[config.mk]
export PLATFORM = sky130hd
export DESIGN_NAME = azr_sequencer
export DESIGN_NICKNAME = d
export VERILOG_FILES = /design/src/hw/azr_pkg.sv /design/src/hw/azr_sequencer.sv
export VERILOG_INCLUDE_DIRS = /design/src /design/src/hw
export SDC_FILE = /design/constraint.sdc
export NUM_CORES = 1
export LEC_CHECK = 0
export BUFFER_PORTS_ARGS = -buffer_cell sky130_fd_sc_hd__buf_4
export CAP_MARGIN = 20
export CORE_UTILIZATION = 55
export DETAILED_ROUTE_END_ITERATION = 7
export PLACE_DENSITY_LB_ADDON = 0.25
export SLEW_MARGIN = 0
export SYNTH_ARGS = -nofsm -noshare
export SYNTH_HDL_FRONTEND = slang
export SYNTH_SLANG_ARGS = --single-unit
export TNS_END_PERCENT = 30
[constraint.sdc]
create_clock -name sys_clk -period 5.7 [get_ports sys_clk]
set_input_delay 1.14 -clock sys_clk [delete_from_list [all_inputs] [get_ports sys_clk]]
set_output_delay 1.14 -clock sys_clk [all_outputs]
set_load 0.01 [all_outputs]
[src/hw/azr_consts.svh]
`ifndef AZR_CONSTS_SVH
`define AZR_CONSTS_SVH

// Register byte addresses on the plain register port
`define AZR_ADDR_CTRL 8'h00
`define AZR_ADDR_HOME_SPEED 8'h04
`define AZR_ADDR_CREEP_SPEED 8'h08
`define AZR_ADDR_DIRECTION 8'h0C
`define AZR_ADDR_ZERO_ADDRESS 8'h10
`define AZR_ADDR_MARKER_COUNT 8'h14
`define AZR_ADDR_MODE 8'h18
`define AZR_ADDR_POLARITY 8'h1C
`define AZR_ADDR_STATUS 8'h20
`define AZR_ADDR_POSITION 8'h24

// Field positions
`define AZR_CTRL_HOME_BIT 4
`define AZR_POL_FWD_LIMIT_BIT 0
`define AZR_POL_REV_LIMIT_BIT 1
`define AZR_POL_NEAR_BIT 2
`define AZR_STAT_DONE_BIT 0
`define AZR_STAT_BUSY_BIT 1

// Homing mode codes
`define AZR_MODE_LEADING 2'h0
`define AZR_MODE_TRAILING 2'h1
`define AZR_MODE_NO_SWITCH 2'h2

// Reset values of the parameters
`define AZR_RST_HOME_SPEED 16'h0064
`define AZR_RST_CREEP_SPEED 16'h03E8
`define AZR_RST_DIRECTION 1'h1
`define AZR_RST_ZERO_ADDRESS 32'h0000_0000
`define AZR_RST_MARKER_COUNT 16'h0001
`define AZR_RST_MODE 2'h0
`define AZR_RST_POLARITY 3'h0

// Deviation clear pulse: time in ns, cycles at 8 ns, rounded up
`define AZR_CLK_PERIOD_NS 8
`define AZR_CLEAR_TIME_NS 20000
`define AZR_CLEAR_CYCLES \
  ((`AZR_CLEAR_TIME_NS + `AZR_CLK_PERIOD_NS - 1) / `AZR_CLK_PERIOD_NS)

`endif

[src/hw/azr_pkg.sv]
package azr_pkg;

  // Sequencer states
  typedef enum logic [2:0] {
    AZR_IDLE,
    AZR_ESCAPE,
    AZR_FAST,
    AZR_SEARCH_BACK,
    AZR_SEARCH_PASS,
    AZR_CREEP,
    AZR_CLEAR
  } azr_state_t;

  // Switch inputs travel together
  typedef struct packed {
    logic forward_limit_switch; // Forward stroke end
    logic reverse_limit_switch; // Reverse stroke end
    logic near_point_switch; // Near-point cam switch
  } azr_switch_t;

  // Command sources travel together
  typedef struct packed {
    logic homing_request_input; // External homing button level
    logic homing_instruction; // Homing instruction executing
    logic subtask_homing_request; // Relay set by subtask
    logic subtask_running; // Subtask in automatic run
    logic manual_operating_mode; // High in manual mode
    logic program_end_step; // Program waits at end step
  } azr_command_t;

  // Whole state of the sequencer
  typedef struct packed {
    azr_state_t st; // Sequence state
    logic [31:0] position; // Present-position counter
    logic [15:0] home_speed; // Homing pulse period, cycles
    logic [15:0] creep_speed; // Creep pulse period, cycles
    logic direction; // 1 homes in reverse
    logic [31:0] zero_address; // Loaded at completion
    logic [15:0] marker_count; // Markers to count
    logic [1:0] mode; // Count start select
    logic [2:0] polarity; // 1 marks normally-closed
    logic [15:0] divider; // Pulse period counter
    logic [11:0] clear_cnt; // Clear pulse length counter
    logic [15:0] markers; // Markers seen so far
    logic counting; // Marker counting armed
    logic mk_s1; // Marker sync stage 1
    logic mk_s2; // Marker sync stage 2
    logic mk_q; // Marker delayed for edge
    logic near_q; // Near-point delayed for edge
    logic req_q; // External request delayed
    logic done; // Homing-complete flag
    logic fwd_pulse; // Forward pulse out
    logic rev_pulse; // Reverse pulse out
    logic clear_out; // Deviation clear out
    logic busy; // Sequence running
    logic [31:0] rdata; // Read data out
  } azr_regs_t;

endpackage

[src/hw/azr_sequencer.sv]
// Operation
// Count position up forward, down reverse
// Position lost at power-up; home first
// Travel homing direction at homing speed
// Near-point switch slows to creep speed
// Count markers, stop at set number
// Pulse clear output, load zero address
// Mode picks leading or trailing count
// Mode 2: no motion, clear and load
// External input: manual always, auto end
// Instruction homes only in automatic mode
// Subtask relay homes only automatic subtask
// Host bit 4 starts homing; the code takes it only in manual mode or at the end step
// Done flag clears on start, sets end
// Done flag survives manual to automatic
// Past cam: limit, forward past, home
// Switch polarities set by parameter
// Without limits operator clears cam first
// Start on cam: escape off first
// Escape needs no limit switch
// Markers synced, counted once per rise
//
// Strobed register access and the register addresses were left to the implementer.
`timescale 1ns/1ps
`include "azr_consts.svh"

module azr_sequencer (
  input wire logic sys_clk, // 125 MHz clock
  input wire logic srst, // Synchronous reset, high
  input wire logic [7:0] address, // Register byte address
  input wire logic [31:0] wdata, // Register write data
  input wire logic wr, // Write strobe
  input wire logic rd, // Read strobe
  input wire azr_pkg::azr_switch_t switches, // Limit and near-point
  input wire azr_pkg::azr_command_t commands, // Homing command sources
  input wire logic zero_marker_pulse, // Encoder zero marker
  output logic [31:0] rdata, // Read data, cycle after rd
  output logic fwd_pulse, // Forward pulse, one cycle
  output logic rev_pulse, // Reverse pulse, one cycle
  output logic deviation_clear_output, // Clear to amplifier
  output logic homing_done_flag, // Homing complete
  output logic busy // Sequence running
);

  // Registered state and its next value
  azr_pkg::azr_regs_t s;
  azr_pkg::azr_regs_t next_s;

  // Switch levels after polarity correction
  logic fwd_lim; // Forward limit active
  logic rev_lim; // Reverse limit active
  logic near; // Near-point active
  logic near_rise; // Near-point leading edge
  logic near_fall; // Near-point trailing edge
  logic mk_rise; // Synchronised marker edge
  logic accept_now; // Manual, or auto at end step
  logic start; // Accepted homing command
  logic host_go; // Host command bit written
  logic toward_lim; // Limit in homing direction
  logic run; // Pulse train enabled
  logic run_rev; // Pulse train goes reverse
  logic [15:0] period; // Active pulse period
  logic [15:0] markers_inc; // Marker count plus one

  // Polarity, edges and command qualification
  always_comb
  begin
    // polarity per switch
    fwd_lim = switches.forward_limit_switch
      ^ s.polarity[`AZR_POL_FWD_LIMIT_BIT];
    rev_lim = switches.reverse_limit_switch
      ^ s.polarity[`AZR_POL_REV_LIMIT_BIT];
    near = switches.near_point_switch ^ s.polarity[`AZR_POL_NEAR_BIT];
    near_rise = near & ~s.near_q;
    near_fall = ~near & s.near_q;
    // edge after sync
    mk_rise = s.mk_s2 & ~s.mk_q;
    markers_inc = s.markers + 16'h0001;
    toward_lim = s.direction ? rev_lim : fwd_lim;
    accept_now = commands.manual_operating_mode
      | commands.program_end_step;
    host_go = wr && (address == `AZR_ADDR_CTRL)
      && wdata[`AZR_CTRL_HOME_BIT];
    // Commands are only taken while idle; a running sequence is
    // never restarted, so a held relay cannot retrigger it mid-way.
    start = (s.st == azr_pkg::AZR_IDLE) && (
      // external input window
      ((commands.homing_request_input & ~s.req_q) & accept_now)
      // instruction, auto only
      | (commands.homing_instruction
        & ~commands.manual_operating_mode)
      // subtask relay, auto only
      | (commands.subtask_homing_request & commands.subtask_running
        & ~commands.manual_operating_mode)
      // host bit window
      | (host_go & accept_now));
  end

  // Motion selection per state
  always_comb
  begin
    run = 1'b0;
    run_rev = s.direction;
    period = s.home_speed;
    unique case (s.st)
      azr_pkg::AZR_IDLE:
      begin
        run = 1'b0;
      end
      azr_pkg::AZR_ESCAPE, azr_pkg::AZR_SEARCH_BACK,
      azr_pkg::AZR_SEARCH_PASS:
      begin
        // Away from the homing direction
        run = 1'b1;
        run_rev = ~s.direction;
      end
      azr_pkg::AZR_FAST:
      begin
        // homing speed, direction
        run = 1'b1;
      end
      azr_pkg::AZR_CREEP:
      begin
        // creep speed
        run = 1'b1;
        period = s.creep_speed;
      end
      azr_pkg::AZR_CLEAR:
      begin
        run = 1'b0;
      end
    endcase
  end

  // Next-state logic for the whole block
  always_comb
  begin
    next_s = s;
    next_s.fwd_pulse = 1'b0;
    next_s.rev_pulse = 1'b0;
    next_s.rdata = 32'h0000_0000;
    // Marker synchroniser, stage 1 only feeds stage 2
    next_s.mk_s1 = zero_marker_pulse;
    next_s.mk_s2 = s.mk_s1;
    next_s.mk_q = s.mk_s2;
    next_s.near_q = near;
    next_s.req_q = commands.homing_request_input;

    // Register writes
    if (wr)
    begin
      case (address)
        `AZR_ADDR_HOME_SPEED: next_s.home_speed = wdata[15:0];
        `AZR_ADDR_CREEP_SPEED: next_s.creep_speed = wdata[15:0];
        `AZR_ADDR_DIRECTION: next_s.direction = wdata[0];
        `AZR_ADDR_ZERO_ADDRESS: next_s.zero_address = wdata;
        `AZR_ADDR_MARKER_COUNT: next_s.marker_count = wdata[15:0];
        `AZR_ADDR_MODE: next_s.mode = wdata[1:0];
        `AZR_ADDR_POLARITY: next_s.polarity = wdata[2:0];
        default:
        begin
          // Control word and read-only words store nothing
        end
      endcase
    end

    // Register reads, answered in the next cycle
    if (rd)
    begin
      case (address)
        `AZR_ADDR_HOME_SPEED: next_s.rdata = {16'h0000, s.home_speed};
        `AZR_ADDR_CREEP_SPEED: next_s.rdata = {16'h0000, s.creep_speed};
        `AZR_ADDR_DIRECTION: next_s.rdata = {31'h0, s.direction};
        `AZR_ADDR_ZERO_ADDRESS: next_s.rdata = s.zero_address;
        `AZR_ADDR_MARKER_COUNT:
          next_s.rdata = {16'h0000, s.marker_count};
        `AZR_ADDR_MODE: next_s.rdata = {30'h0, s.mode};
        `AZR_ADDR_POLARITY: next_s.rdata = {29'h0, s.polarity};
        `AZR_ADDR_STATUS:
        begin
          next_s.rdata[`AZR_STAT_DONE_BIT] = s.done;
          next_s.rdata[`AZR_STAT_BUSY_BIT] = s.busy;
        end
        `AZR_ADDR_POSITION: next_s.rdata = s.position;
        default:
        begin
          // Unmapped and control word read as zero
          next_s.rdata = 32'h0000_0000;
        end
      endcase
    end

    // Pulse train; a zero period is treated as one cycle
    if (run)
    begin
      if (s.divider == 16'h0000)
      begin
        next_s.divider = (period == 16'h0000) ? 16'h0000
          : period - 16'h0001;
        // track every pulse
        if (run_rev)
        begin
          next_s.rev_pulse = 1'b1;
          next_s.position = s.position - 32'h0000_0001;
        end
        else
        begin
          next_s.fwd_pulse = 1'b1;
          next_s.position = s.position + 32'h0000_0001;
        end
      end
      else
      begin
        next_s.divider = s.divider - 16'h0001;
      end
    end
    else
    begin
      // First pulse leaves at once when motion begins
      next_s.divider = 16'h0000;
    end

    // Sequencer
    unique case (s.st)
      azr_pkg::AZR_IDLE:
      begin
        // done only moves on a start
        if (start)
        begin
          // clear on accepted start
          next_s.done = 1'b0;
          next_s.busy = 1'b1;
          next_s.markers = 16'h0000;
          next_s.counting = 1'b0;
          if (s.mode == `AZR_MODE_NO_SWITCH)
          begin
            // home in place
            next_s.st = azr_pkg::AZR_CLEAR;
            next_s.position = s.zero_address;
            next_s.done = 1'b1;
            next_s.clear_out = 1'b1;
            next_s.clear_cnt = 12'(`AZR_CLEAR_CYCLES - 1);
          end
          else if (near)
          begin
            // escape off cam first
            next_s.st = azr_pkg::AZR_ESCAPE;
          end
          else
          begin
            next_s.st = azr_pkg::AZR_FAST;
          end
        end
      end
      azr_pkg::AZR_ESCAPE:
      begin
        // leaves by switch level only, no limit used
        if (!near)
        begin
          next_s.st = azr_pkg::AZR_FAST;
        end
      end
      azr_pkg::AZR_FAST:
      begin
        if (near_rise)
        begin
          // slow at leading edge
          next_s.st = azr_pkg::AZR_CREEP;
          // leading-edge count start
          next_s.counting = (s.mode == `AZR_MODE_LEADING);
        end
        else if (toward_lim)
        begin
          // cam passed, search back
          next_s.st = azr_pkg::AZR_SEARCH_BACK;
        end
      end
      azr_pkg::AZR_SEARCH_BACK:
      begin
        // run back onto the cam
        if (near)
        begin
          next_s.st = azr_pkg::AZR_SEARCH_PASS;
        end
      end
      azr_pkg::AZR_SEARCH_PASS:
      begin
        // clear cam, then home again
        if (!near)
        begin
          next_s.st = azr_pkg::AZR_FAST;
        end
      end
      azr_pkg::AZR_CREEP:
      begin
        // trailing-edge count start
        if (near_fall && (s.mode == `AZR_MODE_TRAILING))
        begin
          next_s.counting = 1'b1;
        end
        // count markers to target
        if (s.counting && mk_rise)
        begin
          next_s.markers = markers_inc;
          if (markers_inc >= s.marker_count)
          begin
            // load zero, start clear
            next_s.st = azr_pkg::AZR_CLEAR;
            next_s.position = s.zero_address;
            // done with the load
            next_s.done = 1'b1;
            // no step leaves with the stop, it would miss the count
            next_s.fwd_pulse = 1'b0;
            next_s.rev_pulse = 1'b0;
            next_s.clear_out = 1'b1;
            next_s.clear_cnt = 12'(`AZR_CLEAR_CYCLES - 1);
          end
        end
      end
      azr_pkg::AZR_CLEAR:
      begin
        // hold clear pulse length
        if (s.clear_cnt == 12'h000)
        begin
          next_s.clear_out = 1'b0;
          next_s.busy = 1'b0;
          next_s.st = azr_pkg::AZR_IDLE;
        end
        else
        begin
          next_s.clear_cnt = s.clear_cnt - 12'h001;
        end
      end
    endcase
  end

  // State register; reset leaves the axis unhomed
  always_ff @(posedge sys_clk)
  begin
    if (srst)
    begin
      s <= '0;
      s.st <= azr_pkg::AZR_IDLE;
      s.home_speed <= `AZR_RST_HOME_SPEED;
      s.creep_speed <= `AZR_RST_CREEP_SPEED;
      s.direction <= `AZR_RST_DIRECTION;
      s.zero_address <= `AZR_RST_ZERO_ADDRESS;
      s.marker_count <= `AZR_RST_MARKER_COUNT;
      s.mode <= `AZR_RST_MODE;
      s.polarity <= `AZR_RST_POLARITY;
      // position invalid until homed
      s.done <= 1'b0;
    end
    else
    begin
      s <= next_s;
    end
  end

  // Outputs straight from the state register
  assign rdata = s.rdata;
  assign fwd_pulse = s.fwd_pulse;
  assign rev_pulse = s.rev_pulse;
  assign deviation_clear_output = s.clear_out;
  assign homing_done_flag = s.done;
  assign busy = s.busy;

endmodule

# Yosys cells after proc, flatten, opt, wreduce, memory -nomap -nowiden
# Index checks and enable logic that the tools add are counted.
# classes
n_eq_ne,28
magnitude_cmp,1
n_addsub,6
n_mux,49
bitwise,24
reduce_logical,35
# op_table
operator,n
$pmux W30 S6,1
$mux W32,4
$mux W35,3
$pmux W32 S2,1
$mux W16,3
$mux W12,3
$pmux W12 S3,1
$add A32 B1 Y32 const B,1
$eq A8 B5 Y1 const B,4
$logic_not A16 Y1,2
$pmux W16 S2,1
$sub A16 B1 Y16 const B,2
$sub A32 B1 Y32 const B,1
$mux W29,1
$mux W28,1
$mux W3,6
$ne A2 B2 Y1 const B,9
$pmux W2 S9,1
$pmux W3 S6,1
$add A16 B1 Y16 const B,1
$eq A8 B4 Y1 const B,2
$eq A8 B6 Y1 const B,2
$ge A16 B16 Y1,1
$reduce_and A2 Y1,7
32 further kinds,84
# word_totals
in_bits,54
reg_bits,208
elab_cells,167
out_inout_bits,37

# Longest topological paths before layout
# logic_depth
ltp_word,9
depth_mapped,17
mapped_depth_nobuf,16

# Worst setup path after synthesis
# OpenSTA, ideal clock, no wires.
# synth_timing
path_kind,reg-to-reg
start,register s[207] (netlist name)
end,register s[202] (netlist name)
setup_time_ps,126
period_less_slack_ps,4599
setup_slack_ps,1101
arrival_time_ps,4473
required_ps,5574
n_path_buf,1
path_stages_with_launch,14
cell_sequence,dfxtp_1 buf_2 nor3b_1 a21oi_1 xnor2_1 ha_1 a21oi_1 o211ai_1 a31oi_1 o21ai_0 a31o_2 a41oi_1 xor2_1 o21ai_0
# synth_via
elab_chain_cells,9
elab_cells_between_ends,21
cone_classes,6 x eq/ne; 10 x mux; 5 x reduce/logical
# synth_lines
item,line_no,text
"start, declared",azr_sequencer.sv:46,azr_pkg::azr_regs_t s;
"start signal, assigned",azr_sequencer.sv:356,s <= next_s;
$eq A3 B3 Y1 (tied with other cells),azr_sequencer.sv:105,unique case (s.st)
$reduce_or A3 Y1,--,
$mux W1,azr_sequencer.sv:105,
$mux W32,azr_sequencer.sv:201,if (run_rev)
$mux W32,azr_sequencer.sv:196,if (s.divider == 16'h0000)
$mux W32,azr_sequencer.sv:194,if (run)
$mux W35 or $mux W32 (tied branches),"azr_sequencer.sv:305, azr_sequencer.sv:235",
"$mux W35, on equally long branches","azr_sequencer.sv:302, azr_sequencer.sv:228",
$pmux W32 S2 *,azr_sequencer.sv:224,unique case (s.st)
# Every way passes the cells marked *; elsewhere a longest branch is shown, timed or not. The select of a mux whose other input is x is not followed.
# A chain may end at the register's enable or synchronous reset.

# Worst setup path in the final report
# layout_timing
start,register s[43] (netlist name)
end,register s[182] (netlist name)
# layout_via
elab_chain_cells,5
# layout_lines
item,line_no,text
$add A16 B1 Y16,azr_sequencer.sv:78,markers_inc = s.markers + 16'h0001;
$ge A16 B16 Y1,azr_sequencer.sv:305,if (markers_inc >= s.marker_count)
$mux W35,azr_sequencer.sv:305,
$mux W35,azr_sequencer.sv:302,if (s.counting && mk_rise)
$pmux W32 S2,azr_sequencer.sv:224,
# Every way passes these cells. The select of a mux whose other input is x is not followed.

==> impl_metrics.py <==
metrics = {
    "synthesis": {
        "syn_nets": 1596,
        "yosysSeqAreaShare": 0.359,
        "synthSimpleGateAreaFrac": 0.225,
        "synthXorXnorAreaFrac": 0.0566,
        "synth_top_area_frac": 0.359,
        "synthArstFlopShare": 0,
        "yosysWarnings": 0,
        "netlist_top_cells_area": "dfxtp_1 (36%), nand2_1 (8.7%), a21oi_1 (7.5%), ha_1 (5.5%), nor2_1 (4.0%)",
        "synthAdderAreaFrac": 0.0568,
        "post-synth-top-area-cell": "dfxtp_1",
        "synthesis.area_um2": 11600,
        "synth_top_family_by_area": "compound AO/OA/AOI/OAI gates",
        "synth_common_cells": "nand2_1 (268), dfxtp_1 (208), a21oi_1 (173)",
        "synthMuxAreaShare": 0.0199,
        "syn_inst": 1490,
        "yosysMostFrequentCell": "nand2_1",
        "synth_edf_count": 0,
        "synthFlopType": "dfxtp_1",
        "synth_compound_area_frac": 0.226,
        "synth_seq_cells": 208,
        "ys_types": 68,
        "synth.avg_cell_area_um2": 7.78,
    },
    "timing": {
        "final.setup_skew_ns": 0.00908,
        "slew_viol_final": 0,
        "setup_viol": 0,
        "timing.final.crit_period_ns": 4.66,
        "rsz0062_at_grt": "false",
        "finalCritPeriodShare": 0.818,
        "fin_hold_ws_ns": 0.439,
        "max_freq_mhz": 215,
        "worst_pin_slew_ns": 1.08,
        "setup_tns_ns": 0,
        "fin_ws_ns": 1.04,
        "max-slew-margin-rel": 0.276,
        "hold_viol": 0,
    },
    "worst_hold_path": {
        "hold_class": "reg2reg",
    },
    "place": {
        "post-dp-hpwl_um": 21900,
        "port_buffers": 90,
        "place_inst": 1756,
        "gp_congestion": 0.920,
        "dp_slack_ns": 1.14,
    },
    "grt": {
        "antenna_found_initial": 0,
        "gr-total-overflow": 0,
        "grt_max_degree": 75,
        "grt_pass1_wl_um": 51000,
        "track_usage": 0.286,
        "grt_pass1_vias": 10200,
    },
    "layout": {
        "drive_above_1_share": 0.114,
        "antennaDiodeCount": 0,
        "fin_cells": 1800,
        "nNetsFinal": 1619,
        "synthToLayoutAreaGrowth_pct": 12.6,
    },
    "floorplan": {
        "fp.dieArea_um2": 21700,
        "die_w_um": 147,
        "start_util": 0.568,
        "ios": 91,
        "core_area_um2": 20400,
        "die_y_um": 147,
        "row_count": 52,
    },
    "power_and_ir_drop": {
        "pwr-share-clk": 0.207,
        "power_frac_comb": 0.558,
        "p_leak_nw": 5.20,
        "p_switching_mw": 3.33,
        "p_int_mw": 4.42,
        "cellPowerDensity_nw_per_um2": 593,
        "switching_share": 0.430,
        "seq_power_share": 0.235,
        "vdd_drop_max_uv": 387,
    },
    "drt": {
        "drt-initial-drc-count": 929,
        "viasPerCell": 6.06,
        "dr_total_vias": 10900,
        "route.antenna.remaining_nets": 0,
        "routed_wl_um": 31400,
        "drtPass1Iterations": 6,
        "drcViolationCount": 0,
        "wl_per_cell_um": 17.4,
    },
    "critical_path": {
        "crit_type": "reg2reg",
        "crit_slowest_cell": "a21boi_4",
        "critPathTopFamily": "simple AND/OR/NAND/NOR gates",
        "crit_path_max_fanout": 31,
        "critPathMostFrequentCell": "and3_1",
        "crit_arrival_ns": 5.08,
        "max_stage_delay_ns": 0.57,
        "required_ns": 6.12,
        "cp-start-kind": "flop",
        "worst-path-buf-inv": 1,
        "cp_cell_sequence": "ha_1, nand3_1, nor3_1, and3_1, and3_1, nand3_1, xnor2_1, ha_1, and3_1, and2_1, a31oi_1, o211ai_1, a21boi_4, buf_4, nor2_1, a311oi_1",
        "cp-end-kind": "flop",
    },
    "run_status": {
        "status": "complete, no violations",
    },
    "clock_network": {
        "clock_sinks": 208,
        "post_cts_resize_count": 0,
        "cts_hold_buf": 0,
        "cts_setup_buffers": 0,
        "cts.clk_slew.worst_paths_ns": 0.06,
        "cts_tree": "yes",
        "root_buffer": "clkbuf_16",
        "numCtsBuffers": 24,
        "cts_buffer_depth": 3,
        "cts_max_level": 1,
        "worstSkewPairLatency_ns": 0.52,
    },
    "job": {
        "cap_violations": 0,
    },
}
## registers in the layout, summed over array words and instances, names as in the netlist
signal and flops:
busy 1, deviation_clear_output 1, fwd_pulse 1, homing_done_flag 1, next_s 2, rdata 32, rev_pulse 1, s 169
## layer usage
| metal | vias up | global-route usage | part of all wire |
|---|---|---|---|
| li1 | 5328 | - | - |
| met1 | 5133 | 0.375 | 0.43 |
| met2 | 386 | 0.483 | 0.47 |
| met3 | 68 | 0.0360 | 0.061 |
| met4 | 0 | 0.101 | 0.032 |
| met5 | - | 0 | 0 |
## final timing paths
kind | start | endpoint | slack, ns | depth (start not counted)
worst max-delay path | s[43]$_SDFFE_PP0P_ | s[182]$_SDFF_PP0_ | 1.04 | 16
worst min-delay path | next_s[40]$_SDFF_PP0_ | next_s[39]$_SDFF_PP0_ | 0.44 | 1
worst max register to register | s[43]$_SDFFE_PP0P_ | s[182]$_SDFF_PP0_ | 1.04 | 16
worst min register to register | next_s[40]$_SDFF_PP0_ | next_s[39]$_SDFF_PP0_ | 0.44 | 1
## final cells by class
type	instances	area (um^2)
clock inverter	14	163
clock buffer	29	671
multi-input combinational	1141	6800
tap	270	338
fill	1834	7370
inverter	30	113
sequential	208	4160
timing repair buffer	108	818
## cell families after synthesis
| family | after synthesis |
|---|---|
| AND/OR/NAND/NOR | 573 |
| AO/OA/AOI/OAI | 418 |
| flip-flops | 208 |
| buffers and inverters | 141 |
| XOR/XNOR | 75 |
| adder cells (fa/ha/maj) | 52 |
| multiplexers | 23 |
## cell usage in the layout (no fill, tap or decap), types with 4 or more instances in the layout
master	instances
a31o_2	4
a22oi_1	45
or4_1	5
a21o_1	24
a222oi_1	16
or3_1	12
nand3_1	42
nand2_1	268
nand2b_1	4
a211oi_1	18
mux2i_1	23
xnor2_1	31
a31oi_1	26
nor4_1	4
buf_4	107
nor3_1	31
ha_1	51
and3_1	20
and4_1	5
a21boi_0	4
and2_1	7
dfxtp_1	208
nand3b_1	8
a21oi_1	173
xor2_1	43
nor2_1	123
o31ai_1	4
nand4_1	7
o21ai_0	58
nor2b_1	13
o211ai_1	10
or2_2	5
clkinvlp_4	4
nor3b_1	5
clkbuf_16	25
o21bai_1	4
o22ai_1	4
a311oi_1	7
inv_1	29
clkinv_2	5
## power by group through the flow
| stage | Clock [mW] | Combinational [mW] | Sequential (mW) |
|---|---|---|---|
| after floorplan | 0 | 3.45 | 1.79 |
| final | 1.61 | 4.32 | 1.82 |
| after global placement | 0 | 4.21 | 1.84 |
| after detailed placement | 0 | 4.25 | 1.85 |
| after global routing | 1.69 | 4.81 | 1.85 |
| after CTS | 1.63 | 4.28 | 1.82 |
## per-stage QoR
stage,total power [mW],utilization,area (um^2)
final,7.75,0.639,13100
after global routing,8.35,0.639,13100
after CTS,7.73,0.639,13000
after detailed placement,6.10,0.598,12200
after global placement,6.05,0.598,12200
after floorplan,5.23,-,11600
(Power assumes the default switching activity.)
